--- src/logic/drc_pkg.sv ---
package drc_pkg;
  localparam int unsigned CLK_MHZ          = 40;
  localparam int unsigned ROW_BITS         = 13;
  // refresh cycle time and exit wait in ns; plain defaults
  localparam int unsigned T_RFC_NS         = 75;
  localparam int unsigned T_XSNR_NS        = 75;
  localparam int unsigned RFC_CYC          = (T_RFC_NS * CLK_MHZ + 999) / 1000;
  localparam int unsigned XSNR_CYC         = (T_XSNR_NS * CLK_MHZ + 999) / 1000;
  localparam int unsigned RELOCK_CYC       = 200;
  // self-refresh internal interval, 7.8125 us in ps
  localparam int unsigned T_REFI_PS        = 7812500;
  localparam int unsigned REFI_CYC         = (T_REFI_PS / 1000) * CLK_MHZ / 1000;
  localparam logic [ROW_BITS-1:0] ROW_RST  = 13'h0000;
  typedef enum logic [3:0] {
    DRC_CMD_NOP  = 4'h7,
    DRC_CMD_REF  = 4'h1,
    DRC_CMD_DESL = 4'h8
  } drc_cmd_t;
  typedef enum {DRC_IDLE, DRC_AREF, DRC_SELF, DRC_EXIT} drc_state_t;
endpackage

--- src/logic/drc_refresh_ctrl.sv ---
`timescale 1ns/1ps
module drc_refresh_ctrl #(
  parameter int unsigned RFC_CYC    = drc_pkg::RFC_CYC,
  parameter int unsigned XSNR_CYC   = drc_pkg::XSNR_CYC,
  parameter int unsigned RELOCK_CYC = drc_pkg::RELOCK_CYC,
  parameter int unsigned REFI_CYC   = drc_pkg::REFI_CYC
) (
  input  wire logic                          clk,
  input  wire logic                          arst_n,
  input  wire logic                          cke,
  input  wire logic                          cs_n,
  input  wire logic                          ras_n,
  input  wire logic                          cas_n,
  input  wire logic                          we_n,
  output logic                               busy_q,
  output logic                               self_refresh_q,
  output logic                               dll_on_q,
  output logic                               read_ok_q,
  output logic                               row_strobe_q,
  output logic [drc_pkg::ROW_BITS-1:0]       row_addr_q,
  output logic                               illegal_cmd_q
);
  ////////////////////////////////////////////////////////////////////////////
  // pin synchronisers; first stage read only by the second
  logic [4:0] s1_q;
  logic [4:0] s2_q;
  always_ff @(posedge clk or negedge arst_n) begin
    if (!arst_n) begin
      s1_q <= 5'h0F;
      s2_q <= 5'h0F;
    end else begin
      s1_q <= {cke, cs_n, ras_n, cas_n, we_n};
      s2_q <= s1_q;
    end
  end

  logic       cke_s;
  logic [3:0] cmd_s;
  logic       is_ref;
  logic       is_nop;
  assign cke_s  = s2_q[4];
  assign cmd_s  = s2_q[3:0];
  assign is_ref = cmd_s == drc_pkg::DRC_CMD_REF;
  assign is_nop = cmd_s == drc_pkg::DRC_CMD_NOP || cmd_s[3];

  ////////////////////////////////////////////////////////////////////////////
  localparam int CW = 16;
  drc_pkg::drc_state_t st_q;
  drc_pkg::drc_state_t st_d;
  logic [CW-1:0] cnt_q;
  logic [CW-1:0] cnt_d;
  logic [CW-1:0] lock_q;
  logic [CW-1:0] lock_d;
  logic          step;
  logic          busy_d;
  logic          self_d;
  logic          dll_d;
  logic          ill_d;

  drc_row_counter u_rows (
    .clk    (clk),
    .arst_n (arst_n),
    .step   (step),
    .row_q  (row_addr_q)
  );

  always_comb begin
    st_d   = st_q;
    cnt_d  = cnt_q;
    lock_d = (lock_q != '0) ? lock_q - CW'(1) : lock_q;
    step   = 1'b0;
    ill_d  = 1'b0;
    unique case (st_q)
      drc_pkg::DRC_IDLE: begin
        if (is_ref && cke_s) begin
          st_d  = drc_pkg::DRC_AREF;
          cnt_d = CW'(RFC_CYC);
          step  = 1'b1;
        end else if (is_ref && !cke_s) begin
          st_d   = drc_pkg::DRC_SELF;
          cnt_d  = CW'(REFI_CYC);
          step   = 1'b1;
        end
      end
      drc_pkg::DRC_AREF: begin
        // commands during the refresh period are flagged and dropped
        if (!is_nop || !cke_s) begin
          ill_d = 1'b1;
        end
        cnt_d = cnt_q - CW'(1);
        if (cnt_q == CW'(1)) begin
          st_d = drc_pkg::DRC_IDLE;
        end
      end
      drc_pkg::DRC_SELF: begin
        // own timer, counted on clk edges, keeps rows refreshed; no refresh commands needed
        cnt_d = cnt_q - CW'(1);
        if (cnt_q == CW'(1)) begin
          cnt_d = CW'(REFI_CYC);
          step  = 1'b1;
        end
        if (cke_s) begin
          st_d   = drc_pkg::DRC_EXIT;
          cnt_d  = CW'(XSNR_CYC);
          lock_d = CW'(RELOCK_CYC);
        end
      end
      drc_pkg::DRC_EXIT: begin
        if (!is_nop) begin
          ill_d = 1'b1;
        end
        cnt_d = cnt_q - CW'(1);
        if (cnt_q == CW'(1)) begin
          st_d = drc_pkg::DRC_IDLE;
        end
      end
    endcase
    busy_d = st_d != drc_pkg::DRC_IDLE;
    self_d = st_d == drc_pkg::DRC_SELF;
    dll_d  = st_d != drc_pkg::DRC_SELF;
  end

  always_ff @(posedge clk or negedge arst_n) begin
    if (!arst_n) begin
      st_q           <= drc_pkg::DRC_IDLE;
      cnt_q          <= '0;
      lock_q         <= '0;
      busy_q         <= 1'b0;
      self_refresh_q <= 1'b0;
      dll_on_q       <= 1'b1;
      read_ok_q      <= 1'b1;
      row_strobe_q   <= 1'b0;
      illegal_cmd_q  <= 1'b0;
    end else begin
      st_q           <= st_d;
      cnt_q          <= cnt_d;
      lock_q         <= lock_d;
      busy_q         <= busy_d;
      self_refresh_q <= self_d;
      dll_on_q       <= dll_d;
      read_ok_q      <= dll_d && lock_d == '0;
      row_strobe_q   <= step;
      illegal_cmd_q  <= ill_d;
    end
  end
endmodule

--- src/logic/drc_row_counter.sv ---
`timescale 1ns/1ps
module drc_row_counter #(
  parameter int unsigned W = drc_pkg::ROW_BITS
) (
  input  wire logic         clk,
  input  wire logic         arst_n,
  input  wire logic         step,
  output logic [W-1:0]      row_q
);
  logic [W-1:0] row_d;

  always_comb begin
    row_d = row_q;
    if (step) begin
      row_d = row_q + W'(1);
    end
  end

  always_ff @(posedge clk or negedge arst_n) begin
    if (!arst_n) begin
      row_q <= drc_pkg::ROW_RST;
    end else begin
      row_q <= row_d;
    end
  end
endmodule

--- config.mk ---
export PLATFORM = sky130hd
export DESIGN_NAME = drc_refresh_ctrl
export DESIGN_NICKNAME = d
export VERILOG_FILES = /design/src/logic/drc_pkg.sv /design/src/logic/drc_refresh_ctrl.sv /design/src/logic/drc_row_counter.sv
export SDC_FILE = /design/constraint.sdc
export NUM_CORES = 1
export LEC_CHECK = 0
export BUFFER_PORTS_ARGS = -buffer_cell sky130_fd_sc_hd__buf_2
export CAP_MARGIN = 25
export CORE_MARGIN = 4
export CORE_UTILIZATION = 51
export CTS_CLUSTER_SIZE = 8
export DETAILED_ROUTE_END_ITERATION = 6
export GPL_TIMING_DRIVEN = 1
export MAX_ROUTING_LAYER = met4
export PLACE_DENSITY = 0.78
export SLEW_MARGIN = 30
export SYNTH_ARGS = -nofsm -noshare
export SYNTH_HDL_FRONTEND = slang
export SYNTH_HIERARCHICAL = 1
export SYNTH_SLANG_ARGS = --single-unit
--- constraint.sdc ---
create_clock -name clk -period 4.25 [get_ports clk]
set_clock_uncertainty 0.1 [all_clocks]
set_input_delay 0.425 -clock clk [delete_from_list [all_inputs] [get_ports clk]]
set_output_delay 0.425 -clock clk [all_outputs]
set_load 0.03 [all_outputs]
Word level (Yosys, flattened, before mapping). Index checks and enable logic that the tools add are counted.

Register bits after elaboration: 93. Output and inout port bits: 19. Logic and storage cells: 56.

Add/sub/neg operators: 3. Equal/unequal tests: 9. Mux-type cells: 20. Reductions and logical operators: 12.

Operators by type and width (number): 2-to-1 mux 32 bit (4); 2-to-1 mux 16 bit (7); one-hot mux 32 bit (3 select lines) (1); equality test 32 x 2 -> 1 bit (second input constant) (2); one-hot mux 16 bit (3 select lines) (1); equality test 32 x 1 -> 1 bit (second input constant) (1); equality test 32 x 3 -> 1 bit (second input constant) (1); zero test 32 bit (1); != test 32 x 3 -> 1 bit (second input constant) (1); nonzero test 32 bit (1); subtractor 16 x 1 -> 16 bit (second input constant) (2); equality test 16 x 1 -> 1 bit (second input constant) (1); zero test 16 bit (1); nonzero test 16 bit (1); adder 13 x 1 -> 13 bit (second input constant) (1); 2-to-1 mux 1 bit (5); equality test 4 x 1 -> 1 bit (second input constant) (1); equality test 4 x 3 -> 1 bit (second input constant) (1); one-hot mux 1 bit (2 select lines) (2); logical AND 1 bit (3); != test 3 bit (second input constant) (1); zero test 1 bit (2); logical OR 1 bit (2); OR reduction 2 bit (1).

Depth between registers and ports, before layout. Gate-level depths: netlist (run 1).

Word-level depth: 7. Depth in mapped cells: 10. Gate-level depth less buffers: 10.

Cells and area by module. The synthesis (run 1) kept the hierarchy.

Modules (own cells, without submodules): drc_refresh_ctrl (times used 1, cells an instance 323, area an instance 3637.2 um^2, sequential area each 2014.4 um^2); drc_row_counter (times used 1, cells an instance 43, area an instance 563.0 um^2, sequential area each 325.3 um^2).

Worst setup path before layout (run 1). OpenSTA, ideal clock, no wires.

Path kind: register to register. Start: register cnt_q[6]. End: register u_rows.row_q[8]. Setup time: 0.133 ns. Arrival: 2.621 ns. Setup slack: 1.396 ns. Stages on the path, launching flop included: 10. Buffers on the path: 0. Clock period less this slack: 2.854 ns. Path through: dfrtp_1 -> or4_4 -> nand2b_4 -> nor3_4 -> mux2i_1 -> nor3_1 -> nand4_1 -> nor2_2 -> nand4_1 -> xnor2_1.

Word-level cells in the longest chain between the ends: 3.

Ends and longest elaborated chain: start: declaration (line drc_refresh_ctrl.sv:50) `logic [CW-1:0] cnt_q;`; start signal: assignment (line drc_refresh_ctrl.sv:136) `cnt_q <= cnt_d;`; equality test 16 x 1 -> 1 bit (line drc_refresh_ctrl.sv:98) `if (cnt_q == CW'(1)) begin`; 2-to-1 mux 1 bit (line drc_refresh_ctrl.sv:98); one-hot mux 1 bit (2 select lines) (line drc_refresh_ctrl.sv:73) `unique case (st_q)`; net step (line drc_refresh_ctrl.sv:54) `logic step;`; end signal: assignment (line drc_row_counter.sv:21) `row_q <= drc_pkg::ROW_RST;`; end signal: assignment (line drc_row_counter.sv:23) `row_q <= row_d;`; end: declaration (line drc_row_counter.sv:8) `output logic [W-1:0] row_q`.

The timed path passes the listed nets, and every way through them passes these cells. A chain may end at the register's enable or synchronous reset.

Worst setup path after layout (run 1). Same ends and word-level chain as after synthesis.

==> metrics.cfg, run 1 <==
[global_route]
grt_max_degree = 55
antenna_found_initial = 0
grt_pass1_vias = 2737
gr-usage-all-layers_pct = 16.8
overflow = 0
grt_pass1_wl_microns = 13000

[hold_path]
hp-class = in -> async

[setup_path]
critPathMaxFanout = 8
arrival_ps = 3350
cp-end-kind = flip-flop
cp-start-kind = flip-flop
r2r-start = cnt_q[6]
cp_cell_sequence = or4_4 -> nand2b_4 -> nor3_4 -> mux2i_1 -> nor3_1 -> nand4_1 -> nor2_2 -> nand4_1 -> xnor2_1
reg2reg_to = u_rows/row_q[8]
regToRegSetupSlack_ps = 1050
r2r_cells = 9
path_common_cell = nand4_1
crit_required_ps = 4400
cp_num_buf_inv = 0
slowest_stage = nor3_1
cp.depth = 9
cp_top_family = simple AND/OR/NAND/NOR gates
critical_path_class = reg -> reg
max_stage_delay_ps = 610

[layout]
layout.nets = 406
final_cell_mix = dfrtp_1, nor2_1, nor2b_1
syn_to_final_growth_pct = 10.4
antennaDiodeCount = 0
final_util_pct = 59.1
fillCellCount = 643
final_common_cell = dfrtp_1
drive_above_1_share_pct = 20.8

[placement]
gp_congestion = 0.820
hpwlAfterDp_microns = 5120
port_buffers = 25

[cts]
numCtsBuffers = 9
cts_tree = done
cts_buffer_depth = 2
htreeDepth = 3
cts_hold_buf = 0
cts-root-buf = clkbuf_8
cts.sinks = 93
ctsResizeCount = 0
post_cts_buffers = 0
clock_latency_ps = 350
path_clk_slew_ps = 90

[route]
drt_first_pass_iters = 4
drc = 0
drt_iter0_markers = 109
viasPerCell = 5.51
wl_microns = 7370
ant_nets = 0
detail_route.wl_per_cell_microns = 14.7
num_vias = 2759

[floorplan]
start_util_pct = 53.5
core_sq_um = 7850
rows = 32
fp.dieArea_sq_um = 9750
die-width_microns = 98.8
pin_count = 26
die_y_microns = 98.8

[sta]
whs_ps = -5.80
tightest_slew_ps = 746
final-hold-violation-count = 3
fin_crit_ps = 3200
tns_ps = 0
min_period_over_period_pct = 75.3
relSlewSlack_pct = 49.9
fmax_ghz = 0.312
drv_slew = 0
grt_setup_unrepaired = no
setup_violations = 0

[power]
power.leakage_nw = 2.09
peakVddDrop_v = 0.000287
powerDensity_nw_per_um2 = 596
power.total_w = 0.00276

[flow_run]
cap_violations = 0

[run_status]
violations = hold timing
run_status = finished with violations

[synthesis]
async_flop_share_pct = 100
synth-edff-count = 0
ys.flop_type = dfrtp_1
synth-seq-cells = 93
synth_cells = 366
synth_nets = 378
yosysSeqAreaShare_pct = 55.7
ys_warn_count = 6
syn_avg_cell_area_sq_um = 11.5
synth_cell_types = 61
netlist_area_sq_um = 4200

[layer usage]
layer / GRT usage, % / part of all wire [%] / wire [microns] / up-vias
li1: - / - / - / 1340
met1: 22.9 / 48 / 3500 / 1356
met2: 24.8 / 46 / 3400 / 57
met3: 4.88 / 5.3 / 391 / 6
met4: 4.41 / 0.98 / 72 / 0
met5: - / 0 / 0 / -
[final cells by class]
type | count | area [sq um] | area share, %
sequential | 93 | 2340 | 50.4
multi-input combinational | 251 | 1760 | 38.0
inverter | 11 | 41.3 | 0.890
tap | 102 | 128 | 2.75
clock inverter | 5 | 85.1 | 1.83
clock buffer | 11 | 131 | 2.83
timing repair buffer | 28 | 150 | 3.24
[cells in the mapped netlist, types with 6 or more instances]
cell / number / share of area [%]
a211oi_1: 9 / 1.6
a21oi_1: 9 / 1.1
buf_2: 6 / 0.71
dfrtp_1: 83 / 49
dfstp_2: 10 / 6.3
inv_1: 11 / 0.98
nand2_1: 23 / 2.1
nand3_1: 8 / 0.95
nor2_1: 37 / 3.3
nor2b_1: 32 / 4.8
nor3_1: 11 / 1.3
nor4_1: 11 / 1.6
xnor2_1: 26 / 5.4
xor2_1: 6 / 1.3
[cell families (layout without fill, tap and decap cells)]
kind of cell	count (synthesis)	after routing	synth area share, %
AO/OA/AOI/OAI	47	47	8.97
multiplexers	3	3	0.774
XOR/XNOR	33	33	7.06
flip-flops	93	93	55.7
adder cells (fa/ha/maj)	5	5	1.49
buffers and inverters	22	55	2.32
AND/OR/NAND/NOR	163	163	23.7
[state kept, by name (all words and copies together) (netlist names)]
signal / count
st_q: 32
cnt_q: 16
lock_q: 16
u_rows/row_q: 13
s1_q: 5
s2_q: 5
busy_q: 1
dll_on_q: 1
illegal_cmd_q: 1
read_ok_q: 1
row_strobe_q: 1
self_refresh_q: 1
[power breakdown]
part / leakage (nW) / total [W] / switching, W / internal, W
logic: 0.785 / 0.000865 / 0.000495 / 0.000369
clock network: 0.104 / 0.000635 / 0.000300 / 0.000335
registers: 1.21 / 0.00126 / 0.000203 / 0.00106
total: 2.09 / 0.00276 / 0.000999 / 0.00176
[worst max-delay path by stage]
| stage | slack [ps] | to | startpoint |
|---|---|---|---|
| 2_1_floorplan | 1400 | u_rows/row_q[8] | cnt_q[6] |
| 3_3_place_gp | 1150 | u_rows/row_q[8] | st_q[22] |
| 3_5_place_dp | 1050 | u_rows/row_q[8] | cnt_q[6] |
| 4_1_cts | 1040 | u_rows/row_q[8] | cnt_q[6] |
| 5_1_grt | 740 | u_rows/row_q[8] | st_q[7] |
| 6_report | 1050 | u_rows/row_q[8] | cnt_q[6] |
[through the flow]
step,cell area [sq um],setup WS (ps),instances
global route,4640,738,501
detailed placement,4420,1050,485
global placement,4420,1150,485
finish,4640,1050,501
floorplan,4200,1400,366
CTS,4640,1040,501
Power figures use the tool's default switching activity.
==> run 2: changes to the inputs <==
- clock period: 4.25 -> 3 ns (I/O delays scaled with it)
==> metrics.cfg, run 2 (synthesis results as in run 1) <==
[run_status]
run_status = finished, final reports clean  ; was finished with violations

[sta]
final-hold-violation-count = 0  ; was 3
grt_setup_unrepaired = no  ; unchanged
tightest_slew_ps = 640  ; was 746 ps
tns_ps = 0  ; unchanged
relSlewSlack_pct = 57.0  ; was 49.9%
drv_slew = 0  ; unchanged
fmax_ghz = 0.377  ; was 0.312 GHz
min_period_over_period_pct = 88.3  ; was 75.3%
fin_crit_ps = 2650  ; was 3200 ps
setup_violations = 0  ; unchanged
setup_ws_ps = 350  ; was 1050 ps

[placement]
gp_congestion = 0.882  ; was 0.820
port_buffers = 25  ; unchanged
place_area_sq_um = 4500  ; was 4420 sq um
hpwlAfterDp_microns = 5400  ; was 5120 microns
post-place-ws_ps = 376  ; was 1050 ps

[flow_run]
cap_violations = 0  ; unchanged

[layout]
top_regs = st_q (32), cnt_q (16), lock_q (16)  ; unchanged
final_common_cell = dfrtp_1  ; unchanged
final_cell_mix = dfrtp_1, nor2_1, nor2b_1  ; unchanged
regMostFlops = st_q  ; unchanged
drive_above_1_share_pct = 23.1  ; was 20.8%
antennaDiodeCount = 0  ; unchanged
largest_reg_flops = 32  ; unchanged
layout.nets = 423  ; was 406
fin_area_sq_um = 4750  ; was 4640 sq um
syn_to_final_growth_pct = 13.2  ; was 10.4%

[cts]
post_cts_buffers = 0  ; unchanged
cts_tree = done  ; unchanged
cts_hold_buf = 6  ; was 0
clock_latency_ps = 360  ; was 350 ps
htreeDepth = 3  ; unchanged
numCtsBuffers = 9  ; unchanged
cts_buffer_depth = 2  ; unchanged
cts-root-buf = clkbuf_8  ; unchanged
path_clk_slew_ps = 100  ; was 90 ps
ctsResizeCount = 0  ; unchanged
cts.sinks = 93  ; unchanged

[setup_path]
critPathMaxFanout = 6  ; was 8
crit_required_ps = 3190  ; was 4400 ps
cp-start-kind = flip-flop  ; unchanged
cp_num_buf_inv = 1  ; was 0
arrival_ps = 2840  ; was 3350 ps
cp_top_family = simple AND/OR/NAND/NOR gates  ; unchanged
critical_path_class = reg -> reg  ; unchanged
cp_cell_sequence = or4_4 -> nand2b_4 -> nor3_4 -> mux2i_1 -> nor3_1 -> buf_4 -> nand4_2 -> nor2_4 -> and3_4 -> xor2_2  ; was or4_4 -> nand2b_4 -> nor3_4 -> mux2i_1 -> nor3_1 -> nand4_1 -> nor2_2 -> nand4_1 -> xnor2_1
cp-end-kind = flip-flop  ; unchanged
max_stage_delay_ps = 570  ; was 610 ps
slowest_stage = or4_4  ; was nor3_1

[power]
powerDensity_nw_per_um2 = 810  ; was 596 nW/um^2
power.leakage_nw = 2.17  ; was 2.09 nW
peakVddDrop_v = 0.000423  ; was 0.000287 V

[global_route]
gr-usage-all-layers_pct = 17.8  ; was 16.8%
grt_pass1_vias = 2873  ; was 2737
grt_max_degree = 39  ; was 55
overflow = 0  ; unchanged
antenna_found_initial = 0  ; unchanged
grt_pass1_wl_microns = 13700  ; was 13000 microns

[hold_path]
hp-class = reg -> reg  ; was in -> async

[floorplan]
pin_count = 26  ; unchanged
fp.dieArea_sq_um = 9750  ; unchanged
start_util_pct = 53.5  ; unchanged
die_y_microns = 98.8  ; unchanged
core_sq_um = 7850  ; unchanged
die-width_microns = 98.8  ; unchanged
rows = 32  ; unchanged

[route]
detail_route.wl_per_cell_microns = 15.1  ; was 14.7 microns
drt_iter0_markers = 211  ; was 109
wl_microns = 7810  ; was 7370 microns
viasPerCell = 5.57  ; was 5.51
drc = 0  ; unchanged
drt_first_pass_iters = 4  ; unchanged
num_vias = 2883  ; was 2759
ant_nets = 0  ; unchanged

## run 2: cell count changes in the layout (fill, tap and decap cells not counted), sizes merged
cell,delta
clkinvlp,-1
bufinv,-2
clkinv,+1
inv,+3
dlygate4sd3,+6
clkbuf,-1
buf,+11
## run 2: worst paths after layout
check / start / endpoint / slack, ps / cells past startpoint
worst max-delay path: cnt_q[6] / u_rows/row_q[7] / 350 / 10
worst min-delay path: s1_q[3] / s2_q[3] / 260 / 0
worst max register to register: cnt_q[6] / u_rows/row_q[7] / 350 / 10
worst min register to register: s1_q[3] / s2_q[3] / 260 / 0
max in group asynchronous: arst_n / s2_q[2] / 1700 / 3
min in group asynchronous: arst_n / lock_q[3] / 320 / 2
## run 2: area by class of cell
| class | instances | area, sq um |
|---|---|---|
| Timing Repair Buffer | 45 | 293 |
| Multi-Input combinational cell | 251 | 1760 |
| Sequential cell | 93 | 2340 |
| Clock buffer | 10 | 138 |
| Clock inverter | 6 | 51.3 |
| Tap cell | 102 | 128 |
| Fill cell | 640 | 3090 |
| Inverter | 11 | 41.3 |
## run 2: routing by layer
layer | vias to the layer above | track usage (%) | wire, microns
li1 | 1375 | - | -
met2 | 73 | 26.3 | 3720
met5 | - | - | 0
met1 | 1421 | 24.2 | 3560
met3 | 14 | 4.39 | 425
met4 | 0 | 5.67 | 110
## run 2: report_power, final
part	total, W	internal [W]	switching [W]
registers	0.00179	0.00150	0.000294
logic	0.00125	0.000546	0.000708
clock network	0.000801	0.000339	0.000462
## run 2: through the flow
| step | cells | total power [W] | utilization (%) | hold WS, ps |
|---|---|---|---|---|
| global placement | 496 | 0.00300 | 57.4 | 177 |
| finish | 518 | 0.00385 | 60.6 | 260 |
| detailed placement | 496 | 0.00306 | 57.4 | 186 |
| floorplan | 366 | 0.00274 | - | -95.6 |
| global route | 518 | 0.00412 | 60.6 | 268 |
| CTS | 518 | 0.00388 | 60.6 | 262 |
==> run 3: changes to the inputs <==
- RECOVER_POWER: default -> 25
==> metrics.cfg, run 3 (synthesis results as in run 1) <==
[hold_path]
holdPathStages = 0  ; unchanged
hold_path_end = s2_q[3]  ; unchanged
hp-class = reg -> reg  ; unchanged
hold_start = s1_q[3]  ; unchanged

[global_route]
gr-usage-all-layers_pct = 17.8  ; unchanged
grt_max_degree = 39  ; unchanged
grt_pass1_wl_microns = 13700  ; unchanged
grt_pass1_vias = 2873  ; unchanged
antenna_found_initial = 0  ; unchanged
overflow = 0  ; unchanged

[placement]
gp_congestion = 0.882  ; unchanged
dp_cells = 496  ; unchanged
port_buffers = 25  ; unchanged
hpwlAfterDp_microns = 5400  ; unchanged
place_area_sq_um = 4500  ; unchanged

[cts]
path_clk_slew_ps = 100  ; about the same
cts.sinks = 93  ; unchanged
cts_buffer_depth = 2  ; unchanged
htreeDepth = 3  ; unchanged
cts_tree = done  ; unchanged
clock_latency_ps = 360  ; about the same
cts-root-buf = clkbuf_8  ; unchanged
post_cts_buffers = 0  ; unchanged
numCtsBuffers = 9  ; unchanged
ctsResizeCount = 0  ; unchanged

[layout]
largest_reg_flops = 32  ; unchanged
final_common_cell = dfrtp_1  ; unchanged
layout.nets = 423  ; unchanged
drive_above_1_share_pct = 21.9  ; was 23.1%
fin_area_sq_um = 4740  ; was 4750 sq um
regMostFlops = st_q  ; unchanged
fillCellCount = 638  ; was 640
final_cell_mix = dfrtp_1, nor2_1, nor2b_1  ; unchanged
antennaDiodeCount = 0  ; unchanged
syn_to_final_growth_pct = 13.0  ; was 13.2%
fin_cells = 518  ; unchanged
top_regs = st_q (32), cnt_q (16), lock_q (16)  ; unchanged

[flow_run]
cap_violations = 1  ; was 0

[run_status]
violations = capacitance limit, slew limit
run_status = finished with violations  ; was finished, final reports clean

[sta]
fmax_ghz = 0.377  ; about the same
min_period_over_period_pct = 88.3  ; about the same
final-hold-violation-count = 0  ; unchanged
fin_crit_ps = 2650  ; about the same
relSlewSlack_pct = -30.2  ; was 57.0%
setup_violations = 0  ; unchanged
grt_setup_unrepaired = no  ; unchanged
drv_slew = 39  ; was 0
tightest_slew_ps = 1950  ; was 640 ps
tns_ps = 0  ; unchanged

[setup_path]
r2r_cells = 10  ; unchanged
arrival_ps = 2840  ; about the same
critPathMaxFanout = 6  ; unchanged
cp-end-kind = flip-flop  ; unchanged
cp-start-kind = flip-flop  ; unchanged
r2r-start = cnt_q[6]  ; unchanged
reg2reg_to = u_rows/row_q[7]  ; unchanged
regToRegSetupSlack_ps = 350  ; about the same
critical_path_class = reg -> reg  ; unchanged
crit_required_ps = 3190  ; about the same

[power]
power.leakage_nw = 2.15  ; was 2.17 nW
p_sw_share_pct = 38.1  ; was 38.0%
intPower_w = 0.00238  ; was 0.00239 W
power.share.combinational_pct = 32.5  ; was 32.6%
p_clk_share_pct = 20.8  ; about the same
power_frac_seq_pct = 46.7  ; was 46.6%
powerDensity_nw_per_um2 = 810  ; about the same
power.total_w = 0.00385  ; about the same
peakVddDrop_v = 0.000423  ; about the same
p_switching_w = 0.00146  ; about the same

[route]
drt_first_pass_iters = 4  ; unchanged
ant_nets = 0  ; unchanged
drc = 0  ; unchanged
num_vias = 2883  ; unchanged
wl_microns = 7810  ; about the same
viasPerCell = 5.57  ; unchanged
detail_route.wl_per_cell_microns = 15.1  ; about the same
drt_iter0_markers = 209  ; was 211

[floorplan]
die-width_microns = 98.8  ; unchanged
die_y_microns = 98.8  ; unchanged
start_util_pct = 53.5  ; unchanged
rows = 32  ; unchanged
core_sq_um = 7850  ; unchanged
fp.dieArea_sq_um = 9750  ; unchanged
pin_count = 26  ; unchanged

[run 3: changes by cell type in the layout (fill, tap and decap cells not counted)]
| cell | before | now |
|---|---|---|
| buf_4 | 15 | 14 |
| buf_2 | 24 | 20 |
| clkbuf_1 | 0 | 5 |
[run 3: worst max path at each step]
stage                         start               to  slack (ps)  cells after the start
after floorplan            cnt_q[6]  u_rows/row_q[8]         150                      9
after global placement     cnt_q[6]  u_rows/row_q[8]         430                     10
after detailed placement   cnt_q[6]  u_rows/row_q[8]         380                     10
after CTS                  cnt_q[6]  u_rows/row_q[7]         320                     10
after global routing      lock_q[0]        read_ok_q         150                      9
final                      cnt_q[6]  u_rows/row_q[7]         350                     10
[run 3: final cells by class]
| cell class | count | area [sq um] | share of cell area, % |
|---|---|---|---|
| tap | 102 | 128 | 2.69 |
| inverter | 11 | 41.3 | 0.870 |
| clock inverter | 6 | 51.3 | 1.08 |
| sequential | 93 | 2340 | 49.3 |
| clock buffer | 10 | 138 | 2.90 |
| timing repair buffer | 45 | 284 | 5.99 |
| multi-input combinational | 251 | 1760 | 37.2 |
[run 3: power groups by stage]
stage | combinational (W) | sequential (W) | clock [W]
after CTS | 0.00126 | 0.00179 | 0.000824
after floorplan | 0.000945 | 0.00180 | 0
after global routing | 0.00140 | 0.00183 | 0.000882
after global placement | 0.00120 | 0.00180 | 0
after detailed placement | 0.00125 | 0.00181 | 0
final | 0.00125 | 0.00180 | 0.000801
[run 3: routing by layer]
| layer | GRT usage, % | wire (microns) | up-vias |
|---|---|---|---|
| met1 | 24.2 | 3560 | 1424 |
| li1 | - | - | 1372 |
| met3 | 4.39 | 426 | 14 |
| met2 | 26.3 | 3720 | 73 |
| met4 | 5.67 | 110 | 0 |
| met5 | - | 0 | - |
[run 3: critical path, stage by stage (launching register included)]
cell      delay, ps
dfrtp_1         430
or4_4           570
nand2b_4        180
nor3_4          190
mux2i_1          90
nor3_1          140
buf_4           170
nand4_2         160
nor2_4          180
and3_4          210
xor2_2          140
[run 3: repair_timing]
item                                    in CTS  in global routing
endpoints found under the setup margin       0                  0
hold buffers                                 6                  0
hold endpoints to repair                    40                  0
[run 3: stage by stage]
step                      hold slack [ps]  setup WS [ps]  util [%]
final                                 260            350      60.5
after detailed placement              186            376      57.4
after CTS                             262            318      60.6
after floorplan                     -95.6            146         -
after global placement                177            425      57.4
after global routing                  268            147      60.5
